===== src/rtl/wscfg_pkg.sv =====
// constants for the wake source and cyclic timer configuration block
package wscfg_pkg;
  localparam int unsigned CLK_PERIOD_NS = 10;
  localparam logic [6:0] ADDR_WK_INT = 7'h06;
  localparam logic [6:0] ADDR_WK_EXT = 7'h07;
  localparam logic [6:0] ADDR_PULL = 7'h08;
  localparam logic [6:0] ADDR_FILT = 7'h09;
  localparam logic [6:0] ADDR_TMR_A = 7'h0C;
  localparam logic [7:0] RST_WK_INT = 8'h00;
  localparam logic [7:0] RST_WK_EXT = 8'h07;
  localparam logic [7:0] RST_PULL = 8'h00;
  localparam logic [7:0] RST_FILT = 8'h00;
  localparam logic [7:0] RST_TMR_A = 8'h00;
  localparam logic [7:0] WMASK_WK_INT = 8'hC4;
  localparam logic [7:0] WMASK_WK_EXT = 8'hA7;
  localparam logic [7:0] WMASK_PULL = 8'h3F;
  localparam logic [7:0] WMASK_FILT = 8'h3F;
  localparam logic [7:0] WMASK_TMR_A = 8'h77;
  localparam int unsigned BIT_TMR_B_WK = 7;
  localparam int unsigned BIT_TMR_A_WK = 6;
  localparam int unsigned BIT_WD_STOP_HI = 2;
  localparam int unsigned BIT_INT_GLOBAL = 7;
  localparam int unsigned BIT_MEAS = 5;
  localparam int unsigned BIT_ON_LSB = 4;
  localparam int unsigned BIT_PER_LSB = 0;
  localparam logic [7:0] FS_EXT_KEEP = 8'hA0;
  localparam logic [7:0] FS_EXT_SET = 8'h07;
  localparam logic [4:0] FS_BUS_VAL = 5'h01;
  localparam logic [1:0] PULL_NONE = 2'h0;
  localparam logic [1:0] PULL_DOWN = 2'h1;
  localparam logic [1:0] PULL_UP = 2'h2;
  localparam logic [1:0] PULL_AUTO = 2'h3;
  localparam logic [1:0] FLT_STATIC_SHORT = 2'h0;
  localparam logic [1:0] FLT_STATIC_LONG = 2'h1;
  localparam logic [1:0] FLT_CYCLIC_A = 2'h2;
  localparam logic [1:0] FLT_CYCLIC_B = 2'h3;
  localparam logic [2:0] ON_OFF_LOW = 3'h0;
  localparam logic [2:0] ON_OFF_HIGH = 3'h6;
  localparam logic [2:0] ON_RESERVED = 3'h7;
  localparam logic [2:0] PER_RESERVED = 3'h7;
  localparam int unsigned FLT_SHORT_US = 16;
  localparam int unsigned FLT_LONG_US = 64;
  localparam int unsigned FLT_SHORT_CYC = FLT_SHORT_US * 1000 / CLK_PERIOD_NS;
  localparam int unsigned FLT_LONG_CYC = FLT_LONG_US * 1000 / CLK_PERIOD_NS;
  localparam int unsigned TICK_US = 100;
  localparam int unsigned TICK_CYC = TICK_US * 1000 / CLK_PERIOD_NS;
  localparam int unsigned ON_T1_US = 100;
  localparam int unsigned ON_T2_US = 300;
  localparam int unsigned ON_T3_US = 1000;
  localparam int unsigned ON_T4_US = 10000;
  localparam int unsigned ON_T5_US = 20000;
  localparam int unsigned PER_P0_MS = 10;
  localparam int unsigned PER_P1_MS = 20;
  localparam int unsigned PER_P2_MS = 50;
  localparam int unsigned PER_P3_MS = 100;
  localparam int unsigned PER_P4_MS = 200;
  localparam int unsigned PER_P5_MS = 1000;
  localparam int unsigned PER_P6_MS = 2000;
endpackage


===== src/rtl/wscfg_cyc_timer.sv =====
// cyclic timer: on-time and period counted in fixed ticks
`timescale 1ns/1ps
`default_nettype none
module wscfg_cyc_timer #(
  parameter int unsigned TICK_CYC = wscfg_pkg::TICK_CYC
) (
  // clock and reset
  input wire logic clk_i,
  input wire logic sys_rst_i,
  input wire logic ce_i,
  // settings
  input wire logic [2:0] on_code_i,
  input wire logic [2:0] per_code_i,
  input wire logic start_i,
  // timer events
  output logic out_o,
  output logic sample_o,
  output logic period_o
);
  typedef struct packed {
    logic [15:0] pre;
    logic [14:0] tick;
    logic run;
    logic out;
    logic samp;
    logic per;
  } wscfg_tmr_s;
  wscfg_tmr_s st_ff, nxt_st;
  logic running_code;

  if (TICK_CYC < 2 || TICK_CYC > 65535) begin : g_chk
    $error("TICK_CYC out of range");
  end

  function automatic logic [14:0] on_ticks(input logic [2:0] c);
    case (c)
      3'h1: on_ticks = 15'(wscfg_pkg::ON_T1_US / wscfg_pkg::TICK_US);
      3'h2: on_ticks = 15'(wscfg_pkg::ON_T2_US / wscfg_pkg::TICK_US);
      3'h3: on_ticks = 15'(wscfg_pkg::ON_T3_US / wscfg_pkg::TICK_US);
      3'h4: on_ticks = 15'(wscfg_pkg::ON_T4_US / wscfg_pkg::TICK_US);
      3'h5: on_ticks = 15'(wscfg_pkg::ON_T5_US / wscfg_pkg::TICK_US);
      default: on_ticks = 15'h0000;
    endcase
  endfunction

  function automatic logic [14:0] per_ticks(input logic [2:0] c);
    case (c)
      3'h0: per_ticks = 15'(wscfg_pkg::PER_P0_MS * 1000 / wscfg_pkg::TICK_US);
      3'h1: per_ticks = 15'(wscfg_pkg::PER_P1_MS * 1000 / wscfg_pkg::TICK_US);
      3'h2: per_ticks = 15'(wscfg_pkg::PER_P2_MS * 1000 / wscfg_pkg::TICK_US);
      3'h3: per_ticks = 15'(wscfg_pkg::PER_P3_MS * 1000 / wscfg_pkg::TICK_US);
      3'h4: per_ticks = 15'(wscfg_pkg::PER_P4_MS * 1000 / wscfg_pkg::TICK_US);
      3'h5: per_ticks = 15'(wscfg_pkg::PER_P5_MS * 1000 / wscfg_pkg::TICK_US);
      3'h6: per_ticks = 15'(wscfg_pkg::PER_P6_MS * 1000 / wscfg_pkg::TICK_US);
      default: per_ticks = 15'h0000;
    endcase
  endfunction

  assign running_code = (on_ticks(on_code_i) != 15'h0000) &&
                        (per_code_i != wscfg_pkg::PER_RESERVED);

  always_comb begin
    nxt_st = st_ff;
    nxt_st.samp = 1'b0;
    nxt_st.per = 1'b0;
    if (!running_code) begin
      // stopped: level follows the static on-time code
      nxt_st = '0;
      nxt_st.out = (on_code_i == wscfg_pkg::ON_OFF_HIGH);
    end else if (start_i) begin
      nxt_st.run = 1'b1;
      nxt_st.pre = '0;
      nxt_st.tick = '0;
      nxt_st.out = 1'b1;
    end else if (st_ff.run) begin
      if (st_ff.pre == 16'(TICK_CYC - 1)) begin
        nxt_st.pre = '0;
        nxt_st.tick = st_ff.tick + 15'h0001;
        if (st_ff.tick + 15'h0001 == on_ticks(on_code_i)) begin
          nxt_st.out = 1'b0;
          nxt_st.samp = 1'b1;
        end
        if (st_ff.tick + 15'h0001 == per_ticks(per_code_i)) begin
          nxt_st.tick = '0;
          nxt_st.out = 1'b1;
          nxt_st.per = 1'b1;
        end
      end else begin
        nxt_st.pre = st_ff.pre + 16'h0001;
      end
    end
  end

  always_ff @(posedge clk_i or posedge sys_rst_i) begin
    if (sys_rst_i) begin
      st_ff <= '0;
    end else if (ce_i) begin
      st_ff <= nxt_st;
    end
  end

  assign out_o = st_ff.out;
  assign sample_o = st_ff.samp;
  assign period_o = st_ff.per;
endmodule // wscfg_cyc_timer
`default_nettype wire


===== src/rtl/wscfg_regs.sv =====
// wake source and cyclic timer A configuration registers with their logic
`timescale 1ns/1ps
`default_nettype none
//
// Contract
// timer B wake enabled by bit 7
// timer A wake enabled by bit 6
// bit 2 requests watchdog off in stop
// reserved bits always read zero
// global bit widens interrupt to all status
// measure select disables wake inputs a, b
// bits 2..0 enable wake inputs c..a
// measurement runs in normal; levels a,b ignored
// host selects bus wake via bus control
// fail-safe forces wake registers to defaults; code only sets wk_ext bits 2..0, keeps bits 7 and 5, leaves wk_int
// two-bit pull code per wake input
// static filter codes 16us and 64us
// cyclic codes sample at on-time end
// host assigns timer to a switch
// on-time field codes and durations
// period field codes and durations
// running on-time write starts timer
// restart switch clear also clears timer; code only clears it when a filter code is cyclic
// cyclic sensing and timer wake coexist
// writes to reserved bits are dropped
module wscfg_regs #(
  parameter int unsigned TICK_CYC = wscfg_pkg::TICK_CYC,
  parameter int unsigned FLT_LONG_CYC = wscfg_pkg::FLT_LONG_CYC
) (
  // clock, reset, enable
  input wire logic clk_i,
  input wire logic sys_rst_i,
  input wire logic ce_i,
  // register access from the serial frame decoder
  input wire logic reg_wr_i,
  input wire logic reg_rd_i,
  input wire logic [6:0] reg_addr_i,
  input wire logic [7:0] reg_wdata_i,
  output logic [7:0] reg_rdata_o,
  // device state
  input wire logic normal_mode_i,
  input wire logic failsafe_entry_i,
  input wire logic restart_hs_clear_i,
  input wire logic status_event_i,
  // timer B, kept elsewhere
  input wire logic timer_b_sample_i,
  input wire logic timer_b_wake_i,
  // wake pins
  input wire logic [2:0] wake_pin_i,
  // wake and interrupt
  output logic wake_o,
  output logic int_o,
  output logic [2:0] wake_level_o,
  output logic measure_active_o,
  // bus control force on fail-safe
  output logic bus_ctrl_force_o,
  output logic [4:0] bus_ctrl_force_val_o,
  // pad and watchdog controls
  output logic [2:0] pull_up_o,
  output logic [2:0] pull_down_o,
  output logic [2:0] pull_auto_o,
  output logic watchdog_stop_disable_hi_o,
  // timer A
  output logic timer_a_out_o
);
  typedef struct packed {
    logic [7:0] wk_int;
    logic [7:0] wk_ext;
    logic [7:0] pull;
    logic [7:0] filt;
    logic [7:0] tmr_a;
    logic tmr_start;
    logic [7:0] rdata;
    logic wake;
    logic irq;
    logic [2:0] lvl;
    logic meas_act;
    logic bus_force;
    logic [2:0] p_up;
    logic [2:0] p_dn;
    logic [2:0] p_auto;
  } wscfg_regs_s;

  localparam wscfg_regs_s RST_ST = '{
    wk_int: wscfg_pkg::RST_WK_INT,
    wk_ext: wscfg_pkg::RST_WK_EXT,
    pull: wscfg_pkg::RST_PULL,
    filt: wscfg_pkg::RST_FILT,
    tmr_a: wscfg_pkg::RST_TMR_A,
    default: '0
  };

  wscfg_regs_s st_ff, nxt_st;
  logic [2:0] flt_lvl;
  logic [2:0] flt_chg;
  logic tmr_a_samp;
  logic tmr_a_per;
  logic [2:0] in_wake;
  logic tmr_wake;
  logic any_wake;
  logic meas_sel;

  function automatic logic [7:0] rd_mux(input wscfg_regs_s s, input logic [6:0] a);
    case (a)
      wscfg_pkg::ADDR_WK_INT: rd_mux = s.wk_int;
      wscfg_pkg::ADDR_WK_EXT: rd_mux = s.wk_ext;
      wscfg_pkg::ADDR_PULL: rd_mux = s.pull;
      wscfg_pkg::ADDR_FILT: rd_mux = s.filt;
      wscfg_pkg::ADDR_TMR_A: rd_mux = s.tmr_a;
      default: rd_mux = 8'h00;
    endcase
  endfunction

  function automatic logic is_cyclic(input logic [1:0] c);
    is_cyclic = (c == wscfg_pkg::FLT_CYCLIC_A) || (c == wscfg_pkg::FLT_CYCLIC_B);
  endfunction

  function automatic logic is_running_on(input logic [2:0] c);
    is_running_on = (c != wscfg_pkg::ON_OFF_LOW) && (c != wscfg_pkg::ON_OFF_HIGH) &&
                    (c != wscfg_pkg::ON_RESERVED);
  endfunction

  // timer A decode and counting
  wscfg_cyc_timer #(
    .TICK_CYC(TICK_CYC)
  ) u_tmr_a (
    .clk_i(clk_i),
    .sys_rst_i(sys_rst_i),
    .ce_i(ce_i),
    .on_code_i(st_ff.tmr_a[wscfg_pkg::BIT_ON_LSB +: 3]),
    .per_code_i(st_ff.tmr_a[wscfg_pkg::BIT_PER_LSB +: 3]),
    .start_i(st_ff.tmr_start),
    .out_o(timer_a_out_o),
    .sample_o(tmr_a_samp),
    .period_o(tmr_a_per)
  );

  // static or cyclic filter per input
  for (genvar i = 0; i < 3; i++) begin : g_in
    wscfg_wake_filt #(
      .LONG_CYC(FLT_LONG_CYC)
    ) u_filt (
      .clk_i(clk_i),
      .sys_rst_i(sys_rst_i),
      .ce_i(ce_i),
      .pin_i(wake_pin_i[i]),
      .cfg_i(st_ff.filt[2*i +: 2]),
      .samp_a_i(tmr_a_samp),
      .samp_b_i(timer_b_sample_i),
      .lvl_o(flt_lvl[i]),
      .chg_o(flt_chg[i])
    );
  end

  assign meas_sel = st_ff.wk_ext[wscfg_pkg::BIT_MEAS];

  // per-input enables, inputs a and b gated by measure select
  assign in_wake[0] = flt_chg[0] & st_ff.wk_ext[0] & ~meas_sel;
  assign in_wake[1] = flt_chg[1] & st_ff.wk_ext[1] & ~meas_sel;
  assign in_wake[2] = flt_chg[2] & st_ff.wk_ext[2];

  // timer wakes run beside cyclic sensing
  assign tmr_wake = (tmr_a_per & st_ff.wk_int[wscfg_pkg::BIT_TMR_A_WK]) |
                    (timer_b_wake_i & st_ff.wk_int[wscfg_pkg::BIT_TMR_B_WK]);
  assign any_wake = (|in_wake) | tmr_wake;

  always_comb begin
    nxt_st = st_ff;
    nxt_st.tmr_start = 1'b0;
    nxt_st.bus_force = 1'b0;
    if (reg_wr_i) begin
      // reserved bits masked on write
      case (reg_addr_i)
        wscfg_pkg::ADDR_WK_INT: nxt_st.wk_int = reg_wdata_i & wscfg_pkg::WMASK_WK_INT;
        wscfg_pkg::ADDR_WK_EXT: nxt_st.wk_ext = reg_wdata_i & wscfg_pkg::WMASK_WK_EXT;
        wscfg_pkg::ADDR_PULL: nxt_st.pull = reg_wdata_i & wscfg_pkg::WMASK_PULL;
        wscfg_pkg::ADDR_FILT: nxt_st.filt = reg_wdata_i & wscfg_pkg::WMASK_FILT;
        wscfg_pkg::ADDR_TMR_A: begin
          nxt_st.tmr_a = reg_wdata_i & wscfg_pkg::WMASK_TMR_A;
          // running on-time starts the timer
          nxt_st.tmr_start = is_running_on(reg_wdata_i[wscfg_pkg::BIT_ON_LSB +: 3]);
        end
        default: nxt_st.tmr_start = 1'b0;
      endcase
    end
    // clear timer when cyclic sensing in use
    if (restart_hs_clear_i &&
        (is_cyclic(st_ff.filt[1:0]) || is_cyclic(st_ff.filt[3:2]) ||
         is_cyclic(st_ff.filt[5:4]))) begin
      nxt_st.tmr_a = 8'h00;
      nxt_st.tmr_start = 1'b0;
    end
    // fail-safe entry restores wake sources
    if (failsafe_entry_i) begin
      nxt_st.wk_ext = (nxt_st.wk_ext & wscfg_pkg::FS_EXT_KEEP) | wscfg_pkg::FS_EXT_SET;
      nxt_st.bus_force = 1'b1;
    end
    // unmapped and reserved read as zero
    if (reg_rd_i) begin
      nxt_st.rdata = rd_mux(st_ff, reg_addr_i);
    end
    nxt_st.wake = any_wake;
    // global scope widens the interrupt
    nxt_st.irq = any_wake | (st_ff.wk_ext[wscfg_pkg::BIT_INT_GLOBAL] & status_event_i);
    // measurement in normal mode, levels a,b hidden
    nxt_st.meas_act = meas_sel & normal_mode_i;
    nxt_st.lvl = {flt_lvl[2], meas_sel ? 2'b00 : flt_lvl[1:0]};
    // pull code decode per input
    for (int i = 0; i < 3; i++) begin
      nxt_st.p_up[i] = (nxt_st.pull[2*i +: 2] == wscfg_pkg::PULL_UP);
      nxt_st.p_dn[i] = (nxt_st.pull[2*i +: 2] == wscfg_pkg::PULL_DOWN);
      nxt_st.p_auto[i] = (nxt_st.pull[2*i +: 2] == wscfg_pkg::PULL_AUTO);
    end
  end

  always_ff @(posedge clk_i or posedge sys_rst_i) begin
    if (sys_rst_i) begin
      st_ff <= RST_ST;
    end else if (ce_i) begin
      st_ff <= nxt_st;
    end
  end

  assign reg_rdata_o = st_ff.rdata;
  assign wake_o = st_ff.wake;
  assign int_o = st_ff.irq;
  assign wake_level_o = st_ff.lvl;
  assign measure_active_o = st_ff.meas_act;
  assign bus_ctrl_force_o = st_ff.bus_force;
  assign bus_ctrl_force_val_o = wscfg_pkg::FS_BUS_VAL;
  assign pull_up_o = st_ff.p_up;
  assign pull_down_o = st_ff.p_dn;
  assign pull_auto_o = st_ff.p_auto;
  // watchdog stop-mode request bit
  assign watchdog_stop_disable_hi_o = st_ff.wk_int[wscfg_pkg::BIT_WD_STOP_HI];
endmodule // wscfg_regs
`default_nettype wire


===== src/rtl/wscfg_wake_filt.sv =====
// one wake input: synchroniser, static or cyclic filter, change event
`timescale 1ns/1ps
`default_nettype none
module wscfg_wake_filt #(
  parameter int unsigned LONG_CYC = wscfg_pkg::FLT_LONG_CYC
) (
  // clock and reset
  input wire logic clk_i,
  input wire logic sys_rst_i,
  input wire logic ce_i,
  // pin and settings
  input wire logic pin_i,
  input wire logic [1:0] cfg_i,
  input wire logic samp_a_i,
  input wire logic samp_b_i,
  // filtered level and change event
  output logic lvl_o,
  output logic chg_o
);
  typedef struct packed {
    logic s1;
    logic s2;
    logic raw;
    logic [15:0] cnt;
    logic lvl;
    logic chg;
  } wscfg_flt_s;
  wscfg_flt_s st_ff, nxt_st;
  logic [15:0] thr_m1;
  logic take;

  if (LONG_CYC < 1 || LONG_CYC > 65535) begin : g_chk
    $error("LONG_CYC out of range");
  end

  always_comb begin
    nxt_st = st_ff;
    nxt_st.chg = 1'b0;
    nxt_st.s1 = pin_i;
    nxt_st.s2 = st_ff.s1;
    nxt_st.raw = st_ff.s2;
    if (st_ff.s2 != st_ff.raw) begin
      nxt_st.cnt = '0;
    end else if (st_ff.cnt != 16'hFFFF) begin
      nxt_st.cnt = st_ff.cnt + 16'h0001;
    end
    thr_m1 = 16'(wscfg_pkg::FLT_SHORT_CYC - 1);
    take = 1'b1;
    case (cfg_i)
      // static filters
      wscfg_pkg::FLT_STATIC_SHORT: take = 1'b1;
      wscfg_pkg::FLT_STATIC_LONG: thr_m1 = 16'(LONG_CYC - 1);
      // sampled at end of on-time
      wscfg_pkg::FLT_CYCLIC_A: take = samp_a_i;
      wscfg_pkg::FLT_CYCLIC_B: take = samp_b_i;
      default: take = 1'b0;
    endcase
    if (take && st_ff.cnt >= thr_m1 && st_ff.raw != st_ff.lvl) begin
      nxt_st.lvl = st_ff.raw;
      nxt_st.chg = 1'b1;
    end
  end

  always_ff @(posedge clk_i or posedge sys_rst_i) begin
    if (sys_rst_i) begin
      st_ff <= '0;
    end else if (ce_i) begin
      st_ff <= nxt_st;
    end
  end

  assign lvl_o = st_ff.lvl;
  assign chg_o = st_ff.chg;
endmodule // wscfg_wake_filt
`default_nettype wire

===== config.mk =====
export PLATFORM = sky130hd
export DESIGN_NAME = wscfg_regs
export DESIGN_NICKNAME = d
export VERILOG_FILES = /design/src/rtl/wscfg_pkg.sv /design/src/rtl/wscfg_cyc_timer.sv /design/src/rtl/wscfg_regs.sv /design/src/rtl/wscfg_wake_filt.sv
export SDC_FILE = /design/constraint.sdc
export NUM_CORES = 1
export LEC_CHECK = 0
export BUFFER_PORTS_ARGS = -buffer_cell sky130_fd_sc_hd__buf_2
export CORE_ASPECT_RATIO = 1.4
export CORE_UTILIZATION = 30
export CTS_CLUSTER_DIAMETER = 30
export DETAILED_ROUTE_END_ITERATION = 8
export PLACE_DENSITY = 0.56
export SYNTH_ARGS = -nofsm -noshare
export SYNTH_HDL_FRONTEND = slang
export SYNTH_SLANG_ARGS = --single-unit

===== constraint.sdc =====
create_clock -name clk_i -period 6.3 [get_ports clk_i]
set_input_delay 1.26 -clock clk_i [delete_from_list [all_inputs] [get_ports clk_i]]
set_output_delay 1.26 -clock clk_i [all_outputs]
set_load 0.01 [all_outputs]

# ---- Word-level counts from Yosys, hierarchy flattened
# Index checks and enable logic that the tools add are counted.
dict set report word_totals {
  input_bits 29
  ramBits 0
  regBits 154
  n_memories 0
  latchBits 0
  mem_bits_ro 0
}
dict set report classes {
  addsub 5
  n_reduce_logical 41
  muxes 50
  eq_ne 54
  bitwise 13
  shifts 0
  div 0
  n_mul 0
  magnitude_cmp 3
}
# op count
set ops {}
lappend ops {{$mux 15} 10}
lappend ops {{$mux 16} 7}
lappend ops {{$pmux 15 s7} 1}
lappend ops {{$pmux 8 s5} 2}
lappend ops {{$add 16x1->16 const B} 4}
lappend ops {{$mux 31} 2}
lappend ops {{$ge 16x13->1} 3}
lappend ops {{$ne 16x16->1 const B} 3}
lappend ops {{$mux 13} 3}
lappend ops {{$mux 35} 1}
lappend ops {{$mux 33} 1}
lappend ops {{$eq 15x15->1} 2}
lappend ops {{$eq 2x2->1 const B} 12}
lappend ops {{$eq 7x4->1 const B} 3}
lappend ops {{$eq 3x3->1 const B} 6}
lappend ops {{$reduce_and 2->1} 9}
lappend ops {{$eq 16x14->1 const B} 1}
lappend ops {{$mux 8} 2}
lappend ops {{$add 15x1->15 const B} 1}
lappend ops {{$reduce_and 3->1} 5}
lappend ops {{$reduce_bool 15->1} 1}
lappend ops {{$eq 7x3->1 const B} 2}
lappend ops {{$reduce_bool 2->1} 7}
lappend ops {{$eq 2x1->1 const B} 6}
lappend ops {{other kinds (23)} 72}

# ---- Depth between registers and ports, before layout
dict set report depth {
  ltp_word 13
  ltp_mapped 11
  mapped_depth_nobuf 9
}

# ---- By module
# From an unflattened synthesis, not the netlist that was laid out.
dict set report hier_totals {
  cells_unflattened 998
  hier_area_um2 9347.7
}
# mod instances seq_area_each_um2 area_per_inst_um2 cells_per_inst
set by_module_without_submodules {}
lappend by_module_without_submodules {wscfg_cyc_timer 1 875.8 2837.7 337}
lappend by_module_without_submodules {wscfg_regs 1 1280.0 2676.3 253}
lappend by_module_without_submodules {{wscfg_wake_filt (g_in[1].u_filt)} 1 525.5 1300.0 138}
lappend by_module_without_submodules {{wscfg_wake_filt (g_in[0].u_filt)} 1 525.5 1282.5 138}
lappend by_module_without_submodules {{wscfg_wake_filt (g_in[2].u_filt)} 1 525.5 1251.2 132}

# ---- Worst setup path after synthesis
# OpenSTA, ideal clock, no wires.
dict set report synth_timing {
  kind {input -> register}
  start {in reg_addr_i[5]}
  end {reg st_ff[25] (netlist bit)}
  path_buffers 0
  cell_stages 5
  path_slack_ns 3.329
  t_arrival_ns 2.905
  t_required_ns 6.234
  path_cell_list {nor3_1 > nand3b_1 > nor3_1 > nor3b_1 > a22o_1}
}
dict set report synth_via {
  elab_chain_len 3
}
# element line
set synth_lines {}
lappend synth_lines {{start: declaration} wscfg_regs.sv:37} ;# input wire logic [6:0] reg_addr_i,
lappend synth_lines {{$eq 7x4->1} wscfg_regs.sv:173} ;# case (reg_addr_i)
lappend synth_lines {{$reduce_bool 2->1 (no source line)} --}
lappend synth_lines {{$reduce_and 3->1 (no source line)} --}
lappend synth_lines {{end signal: assignment} wscfg_regs.sv:220} ;# st_ff <= nxt_st;
lappend synth_lines {{end: declaration} wscfg_regs.sv:93} ;# wscfg_regs_s st_ff, nxt_st;
# Every way passes these cells.
# A chain may end at the register's enable or synchronous reset.

# ---- Final worst setup path
dict set report layout_timing {
  start {in reg_addr_i[5]}
  end {reg st_ff[27] (netlist bit)}
}
# Same word-level chain as after synthesis.

==> metrics.md <==
| Metric | Value |
|---|---|
| Critical path class | `in -> reg` |
| Fin crit period | `between 3 and 4 ns` |
| Crit path DAT | `3.53 ns` |
| Hold Buf Count CTS | `0` |
| CP peak stage delay | `0.80 ns` |
| Synth cell types | `80` |
| Number of routed nets with antenna violations | `0` |
| Die ar. | `0.0298 mm^2` |
| Top_reg_cell synth | `dfrtp_1` |
| Cells after DPL | `1288` |
| Fin. Hold Viols | `0` |
| GPL Wtd Cong | `about 0.85` |
| CP max FO | `7` |
| CTS tree | `built` |
| Non-Filler Instances | `1322` |
| Critical-path top delay cell | `nor3b_1` |
| DRT iter0 DRCs | `437` |
| Source of the worst register-to-register timing path | `u_tmr_a.st_ff[4]$_DFFE_PP0P_` |
| Min-delay worst type | `reg -> reg` |
| Setup Fix Bufs, Post-CTS | `0` |
| Tcrit/Tclk final | `roughly half` |
| First-pass GRT wire length | `35.2 mm` |
| DP HPWL | `15.1 mm` |
| Setup crit start kind | `primary input` |
| Hold Crit Endpoint | `reg_rdata_o[2]$_DFFE_PP0P_` |
| CTS Root Cell | `clkbuf_16` |
| Worst hold stages | `2` |
| Fillers | `roughly 3000` |
| Maximum vdd ir drop | `0.204 mV` |
| Most frequent cell after synthesis | `dfrtp_1` |
| Reg2Reg Depth | `9` |
| Main area contributors after synthesis | `dfrtp_1 (42%), nor2_1 (3.7%), mux2_2 (3.6%)` |
| Overall die height | `204 um` |
| Share of layout cells above drive strength 1 | `15.0%` |
| Worst rel slew slack | `31.9%` |
| Initial antenna violation count | `1` |
| PortBufs | `54` |
| Pwr/cell area | `240 mW/mm^2` |
| Status | `finished clean` |
| Instance count of the mapped netlist | `918` |
| CP Depth | `6` |
| Overall Global Routing Usage | `around 15%` |
| Starting density of the core | `between 30% and 40%` |
| DR vias/cell | `5.11` |
| Crit-path most repeated cell | `nor3_1` |
| CTS Buffer Depth | `2` |
| Drt pass-1 iters | `5` |
| Crit end category | `flip-flop` |
| DRC | `0` |
| Synth Cell Area | `0.00872 mm^2` |
| Area leader, netlist | `dfrtp_1` |
| Register area | `0.00373 mm^2` |
| Multi-input gate area | `approximately 0.0045 mm^2` |
| Die W | `146 um` |
| CP Buf/Inv Count | `1` |
| Critical Path RT | `6.68 ns` |
| Cells along the critical path | `buf_2 > nor3_1 > nand3b_1 > nor3_1 > nor3b_1 > a22o_1` |
| Num rows | `73` |
| Worst Tran Pin Value | `between 1 and 1.5 ns` |
| R2r setup slk | `around 3.2 ns` |
| Yosys top cell area share | `41.9%` |
| Max Cap Viol | `0` |
| LEAKAGE | `4.37 nW` |
| Total gr overflow | `0` |
| Final nets | `984` |
| CTS Sinks | `149` |
| CTS resizes | `0` |
| Critical path's top delay family | `simple AND/OR/NAND/NOR gates` |
| Post-Route Skew | `0.00827 ns` |
| Syn_area_per_cell | `9.50 um^2` |
| HP Start | `reg_rdata_o[2]$_DFFE_PP0P_` |
| Clk slew on worst S/H paths | `0.06 ns` |
| Fmax | `317 MHz` |
| Max Transition Viols Final | `0` |
| RSZ-0062 raised after global routing | `false` |
| Post-synthesis sequential area ratio | `42.8%` |
| RR Endpoint | `u_tmr_a.out_o$_DFFE_PP0P_` |
| Post-synth ARST share | `100%` |
| Number of flops mapped to enable cells by yosys | `0` |
| Largest net degree at the start of global routing | `between 60 and 70` |
| Vias in the first global route | `6617` |
| H-tree depth | `4` |
| Setup-failing EPs final | `0` |
| Via Count | `6761` |
| CTS buffer count | `17` |
| Core box area | `roughly 0.028 mm^2` |
| I/O Pins | `60` |
| Post-Route WL | `20.9 mm` |
| Top cells by count, synth | `dfrtp_1 (146), nor2_1 (86), nand2_1 (77)` |
| Yosys warning total | `0` |
| Seq cells post-synth | `~150` |
| Fin Setup TNS | `0 ns` |
| Syn-to-layout area delta | `11.4%` |
| Clock Latency Late Sink | `~0.45 ns` |
| Mean routed wirelength per cell | `around 16 um` |
| Hold WS | `0.475 ns` |
-- cell families (layout without fill, tap and decap cells) --
group	count (synthesis)	in the layout	share of synthesized area, %
mux	50	50	6.15
xor+xnor	63	63	6.64
simple gates	332	332	19.2
compound gates	201	201	16.1
flops	149	149	42.8
fa+ha+maj	23	23	3.30
other cells	2	7	0.0861
buf+inv	98	122	5.71
-- cell usage in the layout (no fill, tap or decap), types with 6 or more instances in the layout --
| master | instances |
|---|---|
| a21o_1 | 19 |
| a21oi_1 | 35 |
| a22o_1 | 20 |
| and3_1 | 10 |
| and4_1 | 7 |
| buf_2 | 54 |
| buf_4 | 6 |
| clkbuf_16 | 17 |
| dfrtp_1 | 146 |
| ha_1 | 23 |
| inv_1 | 28 |
| mux2_2 | 28 |
| mux2i_1 | 21 |
| nand2_1 | 77 |
| nand3_1 | 36 |
| nand3b_1 | 8 |
| nand4_1 | 20 |
| nor2_1 | 86 |
| nor3_1 | 21 |
| nor4_1 | 11 |
| o21a_1 | 6 |
| o21ai_0 | 47 |
| o21ai_1 | 6 |
| o31ai_1 | 11 |
| or3_1 | 18 |
| xnor2_1 | 28 |
| xor2_1 | 33 |
-- metal layers --
| metal | wire length, um | GRT usage, % | up-vias |
|---|---|---|---|
| met4 | 385 | 6.29 | 0 |
| met2 | 10100 | 24.7 | 120 |
| met5 | 0 | 0 | - |
| met3 | 883 | 2.95 | 23 |
| li1 | - | - | 3317 |
| met1 | 9540 | 19.2 | 3301 |
-- worst max-delay path by stage --
stage | start | end
after floorplan | sys_rst_i | bus_ctrl_force_o$_DFFE_PP0P_
after global placement | reg_addr_i[5] | st_ff[27]$_DFFE_PP0P_
after detailed placement | reg_addr_i[5] | st_ff[29]$_DFFE_PP0P_
after CTS | reg_addr_i[5] | st_ff[27]$_DFFE_PP0P_
after global routing | reg_addr_i[5] | st_ff[24]$_DFFE_PP0P_
final | reg_addr_i[5] | st_ff[27]$_DFFE_PP0P_
-- worst min-delay path: stages (launching register included) --
cell	delay [ns]
dfrtp_1	0.33
nand2_1	0.05
o21ai_0	0.06
-- power by group --
| group | switching (W) | leakage (nW) | internal (W) |
|---|---|---|---|
| clock network | 0.000438 | 0.270 | 0.000568 |
| logic | 0.000162 | 2.10 | 0.000102 |
| registers | 0.0000600 | 1.99 | 0.00101 |
-- sequential cells by signal, summed over array words and instances, names as in the netlist --
name,count
measure_active_o,1
g_in.u_filt.st_ff,51
u_tmr_a.period_o,1
int_o,1
wake_level_o,3
meas_sel,1
u_tmr_a.st_ff,32
g_in.u_filt.chg_o,3
watchdog_stop_disable_hi_o,1
u_tmr_a.out_o,1
g_in.u_filt.nxt_st,6
pull_auto_o,3
g_in.u_filt.lvl_o,3
pull_down_o,3
u_tmr_a.sample_o,1
reg_rdata_o,8
wake_o,1
pull_up_o,3
bus_ctrl_force_o,1
st_ff,25
-- layout make-up --
class                           instances  share of cell area, %
Clock buffer                           19                   4.66
Multi-Input combinational cell        674                   46.3
Inverter                               30                   1.21
Clock inverter                         13                   1.27
Sequential cell                       149                   38.4
Antenna cell                            2                 0.0515
Timing Repair Buffer                   60                   3.24
Tap cell                              375                   4.83
-- metrics by stage --
step	power [W]	setup WS [ns]	util, %	cell area [um^2]
after floorplan	0.00127	1.04	-	8730
after global placement	0.00135	2.81	32.1	9140
after detailed placement	0.00135	2.69	32.1	9140
after CTS	0.00237	3.19	34.1	9710
after global routing	0.00245	2.92	34.1	9720
final	0.00234	3.15	34.1	9720
Power figures use the tool's default switching activity.
